$ cat config.mk
export PLATFORM = sky130hd
export DESIGN_NAME = uoh_host_seq
export DESIGN_NICKNAME = d
export VERILOG_FILES = /design/src/rtl/uoh_dev_master.v /design/src/rtl/uoh_host_seq.v
export VERILOG_INCLUDE_DIRS = /design/src /design/src/rtl
export SDC_FILE = /design/constraint.sdc
export NUM_CORES = 1
export LEC_CHECK = 0
export BUFFER_PORTS_ARGS = -buffer_cell sky130_fd_sc_hd__buf_2
export CAP_MARGIN = 20
export CORE_ASPECT_RATIO = 1.75
export CORE_MARGIN = 2
export CORE_UTILIZATION = 40
export CTS_CLUSTER_SIZE = 24
export DETAILED_ROUTE_END_ITERATION = 8
export PLACE_DENSITY_LB_ADDON = 0.12
export RECOVER_POWER = 50
export SYNTH_ARGS = -nofsm -noshare
export SYNTH_HDL_FRONTEND = slang
export SYNTH_HIERARCHICAL = 1
export SYNTH_SLANG_ARGS = --single-unit
export TNS_END_PERCENT = 10
$ cat constraint.sdc
create_clock -name pclk -period 5.2 [get_ports pclk]
set_input_delay 0.52 -clock pclk [delete_from_list [all_inputs] [get_ports pclk]]
set_output_delay 0.52 -clock pclk [all_outputs]
set_load 0.005 [all_outputs]
$ cat src/rtl/uoh_defines.vh
/*
  Offsets, values, flag masks and timing of the USB host sequencer.
  Assumes plain Verilog-2005 and a 20 MHz clock.
*/
`ifndef UOH_DEFINES_VH
`define UOH_DEFINES_VH

// Own APB registers, byte addresses
`define UOH_CMD_OFS 12'h000
`define UOH_CFG_OFS 12'h004
`define UOH_BUF_OFS 12'h008
`define UOH_STAT_OFS 12'h00c

// Command codes written to the command register
`define UOH_OP_WATCH 3'h0
`define UOH_OP_SETUP 3'h1
`define UOH_OP_IN 3'h2
`define UOH_OP_STATUS 3'h3
`define UOH_OP_BULK 3'h4
`define UOH_OP_SRP 3'h5

// Offsets on the module's own register port
`define UOH_DEV_OTG_FLAGS 12'h000
`define UOH_DEV_TOP_FLAGS 12'h004
`define UOH_DEV_OTG_CON 12'h008
`define UOH_DEV_CFG_TWO 12'h00c
`define UOH_DEV_EP_ZERO 12'h010
`define UOH_DEV_TARGET 12'h014
`define UOH_DEV_TOKEN 12'h018
`define UOH_DEV_BD_STAT 12'h020
`define UOH_DEV_BD_PTR 12'h024

// Endpoint-zero control values and bits
`define UOH_EP0_CONTROL 8'h0d
`define UOH_EP0_BULK 8'h1d
`define UOH_EP0_LOW_SPEED_SELECT_BIT 7
`define UOH_EP0_RETRY_BIT 6

// Descriptor status words and fields
`define UOH_BD_SETUP8 16'h8008
`define UOH_BD_DATA1_64 16'hc040
`define UOH_BD_ZLP_DATA0 16'h8000
`define UOH_BD_TOGGLE_BIT 14
`define UOH_BD_PID_LSB 2
`define UOH_PID_ERROR 4'hf

// Token register values
`define UOH_TOK_SETUP 8'hd0
`define UOH_TOK_IN 8'h90
`define UOH_TOK_OUT_PID 4'h1

// Flag masks in the module's flag registers
`define UOH_TOP_DETACH 8'h01
`define UOH_TOP_TOKDONE 8'h08
`define UOH_TOP_ATTACH 8'h40
`define UOH_OTG_SESEND 8'h04
`define UOH_OTG_SESVALID 8'h08

// Line control values
`define UOH_OTGCON_DISCHARGE 8'h01
`define UOH_OTGCON_DPLUS_UP 8'h80
`define UOH_CFG2_VBUS_PULSE 8'h10

// Timing: figures in microseconds and derived cycle counts
`define UOH_CLK_MHZ 20
`define UOH_FRAME_US 1000
`define UOH_LINES_LOW_US 2000
`define UOH_DPULSE_US 7500
`define UOH_VBUS_PULSE_US 10000
`define UOH_FRAME_CYC (`UOH_FRAME_US * `UOH_CLK_MHZ)
`define UOH_LINES_LOW_CYC (`UOH_LINES_LOW_US * `UOH_CLK_MHZ)
`define UOH_DPULSE_CYC (`UOH_DPULSE_US * `UOH_CLK_MHZ)
`define UOH_VBUS_PULSE_CYC (`UOH_VBUS_PULSE_US * `UOH_CLK_MHZ)

`endif

$ cat src/rtl/uoh_dev_master.v
/*
  One APB transfer at a time on the module's register port.
  Assumes start is a one-cycle pulse given only while no transfer is open.
*/
module uoh_dev_master (
  input wire pclk,
  input wire presetn,
  input wire start,
  input wire [11:0] addr,
  input wire write,
  input wire [31:0] wdata,
  output reg done,
  output reg [31:0] rdata,
  output reg m_psel,
  output reg m_penable,
  output reg m_pwrite,
  output reg [11:0] m_paddr,
  output reg [31:0] m_pwdata,
  input wire [31:0] m_prdata,
  input wire m_pready
);

  // Setup cycle, then access held until pready; no timeout, the slave decides
  always @(posedge pclk or negedge presetn) begin
    if (!presetn) begin
      done <= 1'b0;
      rdata <= 32'h0;
      m_psel <= 1'b0;
      m_penable <= 1'b0;
      m_pwrite <= 1'b0;
      m_paddr <= 12'h0;
      m_pwdata <= 32'h0;
    end else begin
      done <= 1'b0;
      if (!m_psel && start) begin
        // Request is frozen from here until the accepting edge
        m_psel <= 1'b1;
        m_paddr <= addr;
        m_pwrite <= write;
        m_pwdata <= wdata;
      end else if (m_psel && !m_penable) begin
        m_penable <= 1'b1;
      end else if (m_penable && m_pready) begin
        // Read data taken only at the accepting edge
        m_psel <= 1'b0;
        m_penable <= 1'b0;
        done <= 1'b1;
        if (!m_pwrite) begin
          rdata <= m_prdata;
        end
      end
    end
  end

endmodule // uoh_dev_master

$ cat src/rtl/uoh_host_seq.v
/*
  Host-mode sequencer for a USB OTG module.
  Runs SETUP, IN, status OUT, bulk OUT and
  session requests ordered over APB, programs
  the module over its register port and
  reports the returned handshake.
  Assumes an APB register port on the module
  with descriptor words at fixed offsets.
*/
// Added by the designer: the address map and register access over APB.
// Operation
// - Control transfers write 0Dh to endpoint control
// - Setup descriptor word 8008h, eight bytes
// - Seven-bit target address for every token
// - Data phase descriptor C040h, DATA1, 64 bytes
// - Status descriptor 8000h, DATA0, zero count
// - One control transaction per USB frame
// - Bulk transfers write 1Dh to endpoint control
// - Endpoint control bit 7 selects low speed
// - Software checks data lines low 2 ms; the sequencer only waits 2 ms and does not measure them
// - D+ pull-up pulse held 5 to 10 ms
// - Config-two bit 4 pulses VBUS, unmonitored
`include "uoh_defines.vh"

module uoh_host_seq #(
  parameter [23:0] FRAME_CYC = `UOH_FRAME_CYC,
  parameter [23:0] LINES_LOW_CYC = `UOH_LINES_LOW_CYC,
  parameter [23:0] DPULSE_CYC = `UOH_DPULSE_CYC,
  parameter [23:0] VBUS_PULSE_CYC = `UOH_VBUS_PULSE_CYC
) (
  input wire pclk,
  input wire presetn,
  input wire psel,
  input wire penable,
  input wire pwrite,
  input wire [11:0] paddr,
  input wire [31:0] pwdata,
  output reg [31:0] prdata,
  output wire pready,
  output wire pslverr,
  output wire m_psel,
  output wire m_penable,
  output wire m_pwrite,
  output wire [11:0] m_paddr,
  output wire [31:0] m_pwdata,
  input wire [31:0] m_prdata,
  input wire m_pready
);

  // Sequencer states
  localparam [1:0] ST_IDLE = 2'd0;
  localparam [1:0] ST_FETCH = 2'd1;
  localparam [1:0] ST_BUS = 2'd2;
  localparam [1:0] ST_TIME = 2'd3;

  // Micro-step actions
  localparam [2:0] A_WR = 3'd0;
  localparam [2:0] A_POLL = 3'd1;
  localparam [2:0] A_BDRD = 3'd2;
  localparam [2:0] A_DLY = 3'd3;
  localparam [2:0] A_END = 3'd4;

  // Software registers
  reg [6:0] target_addr; // Target address
  reg low_speed_select; // Low-speed target
  reg nak_retry_disable; // Report NAK instead of retrying
  reg [3:0] bulk_endpoint; // Endpoint of bulk OUT
  reg bulk_toggle; // DATA1 for bulk OUT when set
  reg [9:0] bulk_count; // Bulk OUT byte count
  reg [31:0] descriptor_buffer_pointer; // Buffer pointer for the descriptor
  reg cmd_pend; // Accepted order waiting for its frame
  reg [2:0] cmd_op; // Accepted order
  reg done_flag; // Order finished, sticky
  reg detach_seen; // Detach seen, sticky
  reg attach_seen; // Attach seen, sticky
  reg sesend_seen; // Session end seen, sticky
  reg sesvalid_seen; // Session valid seen, sticky
  reg aborted; // Last order ended by detach
  reg [3:0] last_pid; // Handshake of the last token

  // Sequencer state
  reg [1:0] state;
  reg [2:0] op; // Running micro-program
  reg [3:0] seq; // Step inside it
  reg running; // A software order is running
  reg clr_phase; // Write-one clear of a poll in flight
  reg [23:0] tmr; // Delay counter
  reg [23:0] frame_cnt; // Frame timer
  reg frame_used; // Control transaction spent this frame

  // Bus master request
  reg mst_start;
  reg [11:0] mst_addr;
  reg mst_write;
  reg [31:0] mst_wdata;
  wire mst_done;
  wire [31:0] mst_rdata;

  // Micro-step decode
  reg [2:0] r_act;
  reg [11:0] r_addr;
  reg [15:0] r_data;
  reg [7:0] ep0_val;
  reg [15:0] bd_val;
  reg [7:0] tok_val;

  wire wr_en = psel && penable && pwrite;
  wire mapped = (paddr == `UOH_CMD_OFS) || (paddr == `UOH_CFG_OFS) ||
                (paddr == `UOH_BUF_OFS) || (paddr == `UOH_STAT_OFS);
  wire ctl_op = (cmd_op == `UOH_OP_SETUP) || (cmd_op == `UOH_OP_IN) ||
                (cmd_op == `UOH_OP_STATUS);
  wire [7:0] masked = mst_rdata[7:0] & r_data[15:8];
  wire frame_tick = (frame_cnt == 24'h0);

  // Register port answers at once; unmapped words flag an error
  assign pready = 1'b1;
  assign pslverr = psel && penable && !mapped;

  // Per-order values for the shared token program
  always @* begin
    ep0_val = (op == `UOH_OP_BULK) ? `UOH_EP0_BULK : `UOH_EP0_CONTROL;
    ep0_val[`UOH_EP0_LOW_SPEED_SELECT_BIT] = low_speed_select;
    ep0_val[`UOH_EP0_RETRY_BIT] = nak_retry_disable;
    case (op)
      `UOH_OP_SETUP: begin
        bd_val = `UOH_BD_SETUP8;
        tok_val = `UOH_TOK_SETUP;
      end
      `UOH_OP_IN: begin
        bd_val = `UOH_BD_DATA1_64;
        tok_val = `UOH_TOK_IN;
      end
      `UOH_OP_STATUS: begin
        bd_val = `UOH_BD_ZLP_DATA0;
        tok_val = {`UOH_TOK_OUT_PID, 4'h0} >> 4;
      end
      default: begin
        // Bulk OUT owns the descriptor with the chosen toggle and count
        bd_val = {`UOH_BD_ZLP_DATA0 | {1'b0, bulk_toggle, 14'h0}} | {6'h0, bulk_count};
        tok_val = {bulk_endpoint, `UOH_TOK_OUT_PID};
      end
    endcase
  end

  // Micro-program: action, device offset, data (poll mask in data[15:8])
  always @* begin
    r_act = A_END;
    r_addr = 12'h0;
    r_data = 16'h0;
    if (op == `UOH_OP_WATCH) begin
      // Idle watch of the module's event flags
      case (seq)
        4'd0: begin
          r_act = A_POLL;
          r_addr = `UOH_DEV_TOP_FLAGS;
          r_data = {`UOH_TOP_DETACH | `UOH_TOP_ATTACH, 8'h0};
        end
        4'd1: begin
          r_act = A_POLL;
          r_addr = `UOH_DEV_OTG_FLAGS;
          r_data = {`UOH_OTG_SESEND | `UOH_OTG_SESVALID, 8'h0};
        end
        default: r_act = A_END;
      endcase
    end else if (op == `UOH_OP_SRP) begin
      // Session request; the 2 ms line check is waited out, not measured
      case (seq)
        4'd0: begin
          r_act = A_WR;
          r_addr = `UOH_DEV_OTG_CON;
          r_data = {8'h0, `UOH_OTGCON_DISCHARGE};
        end
        4'd1: begin
          r_act = A_POLL;
          r_addr = `UOH_DEV_OTG_FLAGS;
          r_data = {`UOH_OTG_SESEND, 8'h1};
        end
        4'd2: begin
          r_act = A_WR;
          r_addr = `UOH_DEV_OTG_CON;
        end
        4'd3: begin
          r_act = A_DLY;
          r_data = 16'h0000;
        end
        4'd4: begin
          r_act = A_WR;
          r_addr = `UOH_DEV_OTG_CON;
          r_data = {8'h0, `UOH_OTGCON_DPLUS_UP};
        end
        4'd5: begin
          r_act = A_DLY;
          r_data = 16'h0001;
        end
        4'd6: begin
          r_act = A_WR;
          r_addr = `UOH_DEV_OTG_CON;
        end
        4'd7: begin
          r_act = A_WR;
          r_addr = `UOH_DEV_CFG_TWO;
          r_data = {8'h0, `UOH_CFG2_VBUS_PULSE};
        end
        4'd8: begin
          r_act = A_DLY;
          r_data = 16'h0002;
        end
        4'd9: begin
          r_act = A_WR;
          r_addr = `UOH_DEV_CFG_TWO;
        end
        4'd10: begin
          r_act = A_POLL;
          r_addr = `UOH_DEV_OTG_FLAGS;
          r_data = {`UOH_OTG_SESVALID, 8'h1};
        end
        4'd11: begin
          r_act = A_WR;
          r_addr = `UOH_DEV_OTG_CON;
          r_data = {8'h0, `UOH_OTGCON_DPLUS_UP};
        end
        default: r_act = A_END;
      endcase
    end else begin
      // Token program shared by SETUP, IN, status OUT and bulk OUT
      case (seq)
        4'd0: begin
          r_act = A_WR;
          r_addr = `UOH_DEV_EP_ZERO;
          r_data = {8'h0, ep0_val};
        end
        4'd1: begin
          r_act = A_WR;
          r_addr = `UOH_DEV_BD_PTR;
          r_data = descriptor_buffer_pointer[15:0];
        end
        4'd2: begin
          r_act = A_WR;
          r_addr = `UOH_DEV_BD_STAT;
          r_data = bd_val;
        end
        4'd3: begin
          r_act = A_WR;
          r_addr = `UOH_DEV_TARGET;
          r_data = {8'h0, low_speed_select, target_addr};
        end
        4'd4: begin
          r_act = A_WR;
          r_addr = `UOH_DEV_TOKEN;
          r_data = {8'h0, tok_val};
        end
        4'd5: begin
          r_act = A_POLL;
          r_addr = `UOH_DEV_TOP_FLAGS;
          r_data = {`UOH_TOP_TOKDONE | `UOH_TOP_DETACH, 8'h1};
        end
        4'd6: begin
          r_act = A_BDRD;
          r_addr = `UOH_DEV_BD_STAT;
        end
        default: r_act = A_END;
      endcase
    end
  end

  // Software register writes and the pending order; a dispatch clear beats a new order
  always @(posedge pclk or negedge presetn) begin
    if (!presetn) begin
      target_addr <= 7'h0;
      low_speed_select <= 1'b0;
      nak_retry_disable <= 1'b0;
      bulk_endpoint <= 4'h0;
      bulk_toggle <= 1'b0;
      bulk_count <= 10'h0;
      descriptor_buffer_pointer <= 32'h0;
      cmd_pend <= 1'b0;
      cmd_op <= 3'h0;
    end else begin
      if (wr_en && paddr == `UOH_CFG_OFS) begin
        target_addr <= pwdata[6:0];
        low_speed_select <= pwdata[7];
        nak_retry_disable <= pwdata[8];
        bulk_endpoint <= pwdata[12:9];
        bulk_toggle <= pwdata[13];
        bulk_count <= pwdata[25:16];
      end
      if (wr_en && paddr == `UOH_BUF_OFS) begin
        descriptor_buffer_pointer <= pwdata;
      end
      if (state == ST_IDLE && cmd_pend && !(ctl_op && frame_used)) begin
        cmd_pend <= 1'b0;
      end else if (wr_en && paddr == `UOH_CMD_OFS && !running && !cmd_pend &&
                   pwdata[2:0] != `UOH_OP_WATCH && pwdata[2:0] <= `UOH_OP_SRP) begin
        // Orders that arrive while one is queued or running are dropped
        cmd_pend <= 1'b1;
        cmd_op <= pwdata[2:0];
      end
    end
  end

  // Read data registered in the setup cycle
  always @(posedge pclk or negedge presetn) begin
    if (!presetn) begin
      prdata <= 32'h0;
    end else if (psel && !penable) begin
      case (paddr)
        `UOH_CMD_OFS: prdata <= {28'h0, cmd_pend, cmd_op};
        `UOH_CFG_OFS: prdata <= {6'h0, bulk_count, 2'h0, bulk_toggle, bulk_endpoint,
                                 nak_retry_disable, low_speed_select, target_addr};
        `UOH_BUF_OFS: prdata <= descriptor_buffer_pointer;
        `UOH_STAT_OFS: prdata <= {19'h0, frame_used, last_pid, 1'b0, aborted,
                                  sesvalid_seen, sesend_seen, attach_seen, detach_seen,
                                  done_flag, running | cmd_pend};
        default: prdata <= 32'h0;
      endcase
    end
  end

  // Frame timer; a control transaction spends the frame it starts in
  always @(posedge pclk or negedge presetn) begin
    if (!presetn) begin
      frame_cnt <= 24'h0;
      frame_used <= 1'b0;
    end else begin
      frame_cnt <= frame_tick ? FRAME_CYC - 24'h1 : frame_cnt - 24'h1;
      if (state == ST_IDLE && cmd_pend && ctl_op && !frame_used) begin
        frame_used <= 1'b1;
      end else if (frame_tick) begin
        frame_used <= 1'b0;
      end
    end
  end

  // Sequencer: runs orders, otherwise keeps watching the event flags
  always @(posedge pclk or negedge presetn) begin
    if (!presetn) begin
      state <= ST_IDLE;
      op <= `UOH_OP_WATCH;
      seq <= 4'h0;
      running <= 1'b0;
      clr_phase <= 1'b0;
      tmr <= 24'h0;
      mst_start <= 1'b0;
      mst_addr <= 12'h0;
      mst_write <= 1'b0;
      mst_wdata <= 32'h0;
      done_flag <= 1'b0;
      detach_seen <= 1'b0;
      attach_seen <= 1'b0;
      sesend_seen <= 1'b0;
      sesvalid_seen <= 1'b0;
      aborted <= 1'b0;
      last_pid <= 4'h0;
    end else begin
      mst_start <= 1'b0;
      // Software clears sticky bits by writing one; hardware sets win below
      if (wr_en && paddr == `UOH_STAT_OFS) begin
        if (pwdata[1]) done_flag <= 1'b0;
        if (pwdata[2]) detach_seen <= 1'b0;
        if (pwdata[3]) attach_seen <= 1'b0;
        if (pwdata[4]) sesend_seen <= 1'b0;
        if (pwdata[5]) sesvalid_seen <= 1'b0;
      end
      case (state)
        ST_IDLE: begin
          seq <= 4'h0;
          state <= ST_FETCH;
          if (cmd_pend && !(ctl_op && frame_used)) begin
            op <= cmd_op;
            running <= 1'b1;
            aborted <= 1'b0;
          end else begin
            op <= `UOH_OP_WATCH;
          end
        end
        ST_FETCH: begin
          mst_addr <= r_addr;
          mst_wdata <= {16'h0, r_data};
          mst_write <= (r_act == A_WR);
          case (r_act)
            A_WR, A_POLL, A_BDRD: begin
              mst_start <= 1'b1;
              state <= ST_BUS;
            end
            A_DLY: begin
              tmr <= (r_data[1:0] == 2'd0) ? LINES_LOW_CYC :
                     (r_data[1:0] == 2'd1) ? DPULSE_CYC : VBUS_PULSE_CYC;
              state <= ST_TIME;
            end
            default: begin
              if (running) done_flag <= 1'b1;
              running <= 1'b0;
              state <= ST_IDLE;
            end
          endcase
        end
        ST_BUS: begin
          if (mst_done) begin
            if (clr_phase) begin
              // Flags just cleared by writing ones back
              clr_phase <= 1'b0;
              seq <= aborted ? 4'hf : seq + 4'h1;
              state <= ST_FETCH;
            end else if (r_act == A_POLL) begin
              if (r_addr == `UOH_DEV_TOP_FLAGS) begin
                if (masked[0]) detach_seen <= 1'b1;
                if (masked[6]) attach_seen <= 1'b1;
                if (masked[0] && op != `UOH_OP_WATCH) begin
                  aborted <= 1'b1;
                  last_pid <= `UOH_PID_ERROR;
                end
              end else begin
                if (masked[2]) sesend_seen <= 1'b1;
                if (masked[3]) sesvalid_seen <= 1'b1;
              end
              if (masked != 8'h0) begin
                clr_phase <= 1'b1;
                mst_write <= 1'b1;
                mst_wdata <= {24'h0, masked};
                mst_start <= 1'b1;
              end else begin
                // Waiting polls repeat until their flag shows up
                seq <= r_data[0] ? seq : seq + 4'h1;
                state <= ST_FETCH;
              end
            end else begin
              if (r_act == A_BDRD) begin
                last_pid <= mst_rdata[`UOH_BD_PID_LSB +: 4];
              end
              seq <= seq + 4'h1;
              state <= ST_FETCH;
            end
          end
        end
        ST_TIME: begin
          // VBUS is deliberately not looked at during a pulse
          if (tmr <= 24'h1) begin
            seq <= seq + 4'h1;
            state <= ST_FETCH;
          end else begin
            tmr <= tmr - 24'h1;
          end
        end
        default: state <= ST_IDLE;
      endcase
    end
  end

  // One transfer at a time on the module's register port
  uoh_dev_master u_master (
    .pclk(pclk),
    .presetn(presetn),
    .start(mst_start),
    .addr(mst_addr),
    .write(mst_write),
    .wdata(mst_wdata),
    .done(mst_done),
    .rdata(mst_rdata),
    .m_psel(m_psel),
    .m_penable(m_penable),
    .m_pwrite(m_pwrite),
    .m_paddr(m_paddr),
    .m_pwdata(m_pwdata),
    .m_prdata(m_prdata),
    .m_pready(m_pready)
  );

endmodule // uoh_host_seq

After elaboration in Yosys (flattened, before gate mapping) --
Index checks and enable logic that the tools add are counted.
Cells by class: add/sub/neg operators 3, $lt $le $gt $ge 2, equal/unequal tests 46, mux-type cells 119, bitwise operators 8, reductions and logical operators 79
Operators by type and width (count):
- 32-bit two-way mux | 4
- 32-bit one-hot mux with 4 select lines | 1
- 16-bit one-hot mux with 6 select lines | 1
- 24-bit two-way mux | 3
- 12-bit one-hot mux with 6 select lines | 1
- 1-bit two-way mux | 65
- 32-bit one-hot mux with 2 select lines | 1
- 16-bit one-hot mux with 3 select lines | 1
- 24-bit one-hot mux with 2 select lines | 1
- 24-bit by 1-bit subtractor with 24-bit output (second input constant) | 2
- 4-bit two-way mux | 11
- 6-bit one-hot mux with 6 select lines | 1
- 16-bit two-way mux | 2
- 15-bit one-hot mux with 2 select lines | 1
- 12-bit by 3-bit == test with 1-bit output (second input constant) | 2
- 12-bit by 4-bit == test with 1-bit output (second input constant) | 2
- 24-bit by 1-bit <= comparator with 1-bit output (second input constant) | 1
- 24-bit zero test | 1
- 12-bit two-way mux | 2
- 8-bit one-hot mux with 3 select lines | 1
- 1-bit logical AND | 22
- 3-bit by 2-bit == test with 1-bit output (second input constant) | 6
- 18-bit two-way mux | 1
- 2-bit != test (second input constant) | 9
- other kinds (46) | 115
Word-level totals: flip-flop bits (word level) 264, bits of input ports 82, output and inout bits 81, logic and storage cells 293

Logic depth before layout (Yosys ltp) --
depth after elaboration 13, gate-level depth with buffers 12, mapped depth without buffers 9

Cells and area by module --
Netlist, hierarchy kept.
By module, submodules not included:
- uoh_host_seq | instances 1, cells an instance 963, area an instance 9720.6 um^2, sequential area each 4604.4 um^2
- uoh_dev_master | instances 1, cells an instance 172, area an instance 2985.4 um^2, sequential area each 2001.9 um^2

Worst setup path after synthesis --
No wires, ideal clock.
path type flip-flop to flip-flop, start reg seq[0], end reg mst_wdata[6], setup time 142 ps, arrival 2452 ps, required time 5058 ps, setup slack 2606 ps, cell stages (with the launch flop) 12, path buffers 2, period minus slack after synthesis 2594 ps, path through dfrtp_1 -> inv_1 -> ha_1 -> buf_2 -> nor3b_2 -> o221ai_1 -> a221oi_2 -> a211oi_1 -> a211oi_2 -> buf_4 -> mux2i_1 -> o221ai_1
On the way: word-level cells in the longest chain between the ends 10, elaborated cells between the ends (all ways) 40, those cells by class eq/ne (14); mux (15); bitwise (1); reduce/logical (10)
Ends and longest elaborated chain:
- start, declared | line uoh_host_seq.v:84 | reg [3:0] seq;
- start signal, assigned | line uoh_host_seq.v:402 | seq <= aborted ? 4'hf : seq + 4'h1;
- start signal, assigned | line uoh_host_seq.v:423 | seq <= r_data[0] ? seq : seq + 4'h1;
- start signal, assigned | line uoh_host_seq.v:430 | seq <= seq + 4'h1;
- 4-bit by 3-bit == test with 1-bit output (tied with other cells) | line uoh_host_seq.v:167, uoh_host_seq.v:226
- 16-bit one-hot mux with 6 select lines | line uoh_host_seq.v:226 | case (seq)
- 16-bit two-way mux | line uoh_host_seq.v:165 | end else if (op == `UOH_OP_SRP) begin
- 16-bit two-way mux | line uoh_host_seq.v:150 | if (op == `UOH_OP_WATCH) begin
- 8-bit bitwise AND | line uoh_host_seq.v:112 | wire [7:0] masked = mst_rdata[7:0] & r_data[15:8];
- 32-bit two-way mux | line uoh_host_seq.v:416 | if (masked != 8'h0) begin
- 32-bit two-way mux | line uoh_host_seq.v:404 | end else if (r_act == A_POLL) begin
- 32-bit two-way mux | line uoh_host_seq.v:399 | if (clr_phase) begin
- 32-bit two-way mux | line uoh_host_seq.v:398 | if (mst_done) begin
- 32-bit one-hot mux with 2 select lines | line uoh_host_seq.v:364 | case (state)
- end signal, assigned | line uoh_host_seq.v:378 | mst_wdata <= {16'h0, r_data};
- end signal, assigned | line uoh_host_seq.v:419 | mst_wdata <= {24'h0, masked};
- end, declared | line uoh_host_seq.v:95 | reg [31:0] mst_wdata;
Several ways; a longest one is shown, not always the timed one. The select of a mux whose other input is x is not followed. A chain may end at the register's enable or synchronous reset.

Final worst setup path --
Ends and elaborated chain as after synthesis.

==> reports/results.ini <==
[run_status]
status = complete, but fails checks
violations = capacitance limit, slew limit

[flow_run]
maxCapViolCount = 1

[route]
ant_nets = 0
drt_pass1_iterations = 6
finalWirelength_um = 33000
viasPerCell = 5.48
wire_per_inst_um = 20.4
dr.first_iter.drc_count = 480
route.detailed.drc = 0
vias = 8873

[worst_setup_path]
required_ps = 5600
r2r-start = seq[0]
r2r-end = mst_wdata[6]
ff2ff_path_depth = 10
end_kind = flop
crit_type = flop to flop
r2r_slack_ps = 1540
cp-start-kind = flop
critPathArrivalTime_ps = 4060
cp_max_fo = 17

[timing]
final_max_slew_viol_count = 119
tightest_slew_ps = 3140
final.setup.tns_ps = 0
hold_viol = 0
skew_ps = 17.5
rsz0062_at_grt = no
maxSlewHeadroom_pct = -109
final.min_clock_period_ps = 3660
setup_viol = 0
fin_crit_sh_pct = 70.3
max_freq_mhz = 273

[power]
p_seq_share_pct = 39.5
clkPwrFrac_pct = 29.2
power.leakage_nw = 6.19
swShare_pct = 35.6
p_total_mw = 6.32
switchingPower_mw = 2.25
power_density_nw_per_um2 = 462
p_int_mw = 4.07
ir_drop_uv = 261
p_comb_share_pct = 31.4

[placement]
io_buffers = 137
hpwlAfterDp_um = 23900
placed_area_um2 = 12900
gp_congestion = 0.941
dp.cells = 1575

[hold_path]
worst_hold_path.endpoint = descriptor_buffer_pointer[14]
min_path_cells = 2
hold_start = pwdata[14]
hold_class = input pin to flop

[die]
core_um2 = 29200
row_count = 83
initial_core_util_pct = 40.5
die_area_um2 = 31000
pin_count = 163
die_w_um = 134
die_y_um = 231

[clock_tree]
postCtsSetupBuffers = 0
clkTransAtPathRegs_ps = 70
h-tree-depth = 1
clockRootBuffer = clkbuf_16
clk_path_buf_depth = 3
cts_buffers = 25
cts_tree = yes
holdBufCountCts = 0
cts.repair.resized = 0
clock_latency_ps = 550
cts_sinks = 240

[global_route]
grt_max_degree = 123
grt_pass1_wl_um = 52500
antenna_found_initial = 0
overflow = 0
grt_use_total_pct = 21.5
grt_pass1_vias = 9070

[final_layout]
seq_area_um2 = 6010
syn_to_final_growth_pct = 15.6
antenna_cells = 0
layout-drive-gt1-share_pct = 28.5
final_util_pct = 46.8
multiInputGateArea_um2 = 5460
layoutNonFillerInstCount = 1618
fillers = 2771
nNetsFinal = 1315
final_area_um2 = 13700

[logic_synthesis]
postSynthCellCount = 1086
netlist_area_um2 = 11800
syn_avg_cell_area_um2 = 10.9
synth_warnings = 6

[layout make-up]
class                   count  share of cell area, %
well taps                 382                   3.50
multi-input cells         776                   39.9
flip-flops and latches    240                   43.9
clock inverters             7                  0.513
inverters                  25                  0.686
clock buffers              36                   5.61
repair buffers            152                   5.84
[power by group through the flow]
stage | clock network (mW) | registers (mW) | logic [mW]
6_report | 1.84 | 2.49 | 1.98
5_1_grt | 1.97 | 2.53 | 2.17
4_1_cts | 1.90 | 2.49 | 2.00
3_5_place_dp | 0 | 2.52 | 2.00
3_3_place_gp | 0 | 2.51 | 1.98
2_1_floorplan | 0 | 2.44 | 1.39
[worst max path at each step]
stage	start	to	cells after the start
detailed placement	seq[0]	mst_wdata[6]	10
finish	seq[0]	mst_wdata[6]	10
CTS	seq[0]	mst_wdata[6]	10
global placement	seq[0]	mst_wdata[6]	10
floorplan	seq[0]	mst_wdata[6]	11
global route	seq[0]	mst_wdata[6]	10
[state kept, by name, summed over array words and instances (netlist names), 8 cells and up]
signal                     count
u_master/m_pwdata             32
bulk_count                    10
u_master/rdata                 8
mst_wdata                     16
prdata                        32
tmr                           24
frame_cnt                     24
u_master/m_paddr              12
descriptor_buffer_pointer     32
[layout by cell type, fill, tap and decap left out, types with 6 or more instances in the layout]
cell	instances
o21ai_0	65
xnor2_1	19
mux2_2	126
clkbuf_16	25
nand2_1	110
clkbuf_1	10
o22ai_1	8
a22oi_1	26
a31oi_1	7
or4_1	7
nand3_1	23
buf_4	14
nor4_1	11
nor2b_1	11
conb_1	25
or3_1	16
dfrtp_1	240
nand4_1	8
nor2_1	76
ha_1	13
nor3_1	24
inv_1	23
a211oi_1	7
o31ai_1	15
a21oi_1	30
clkbuf_8	10
o21ai_1	6
nand2b_1	7
or2_2	6
buf_2	126
[through the flow]
stage / setup slack (ps) / hold slack (ps)
after floorplan: 2610 / 224
after global placement: 1620 / 454
after detailed placement: 1580 / 455
after CTS: 1550 / 100
after global routing: 1350 / 201
final: 1540 / 203
[worst max-delay path: stages, from the launching register on]
cell and delay (ps):
dfrtp_1 430, inv_1 100, ha_1 370, nor3b_2 650, o221ai_1 410, a221oi_2 430
a211oi_1 120, a211oi_2 380, buf_4 290, mux2i_1 200, o221ai_1 130
[routing by layer]
metal	up-vias	part of all wire [%]	routed length [um]	global-route usage, %
met5	-	0	0	0
met4	0	4.0	1330	9.24
met3	61	3.4	1110	2.54
met2	192	55	18100	40.5
met1	4439	38	12400	24.1
li1	4181	-	-	-
Note: power is estimated with default switching activity, not from simulation.
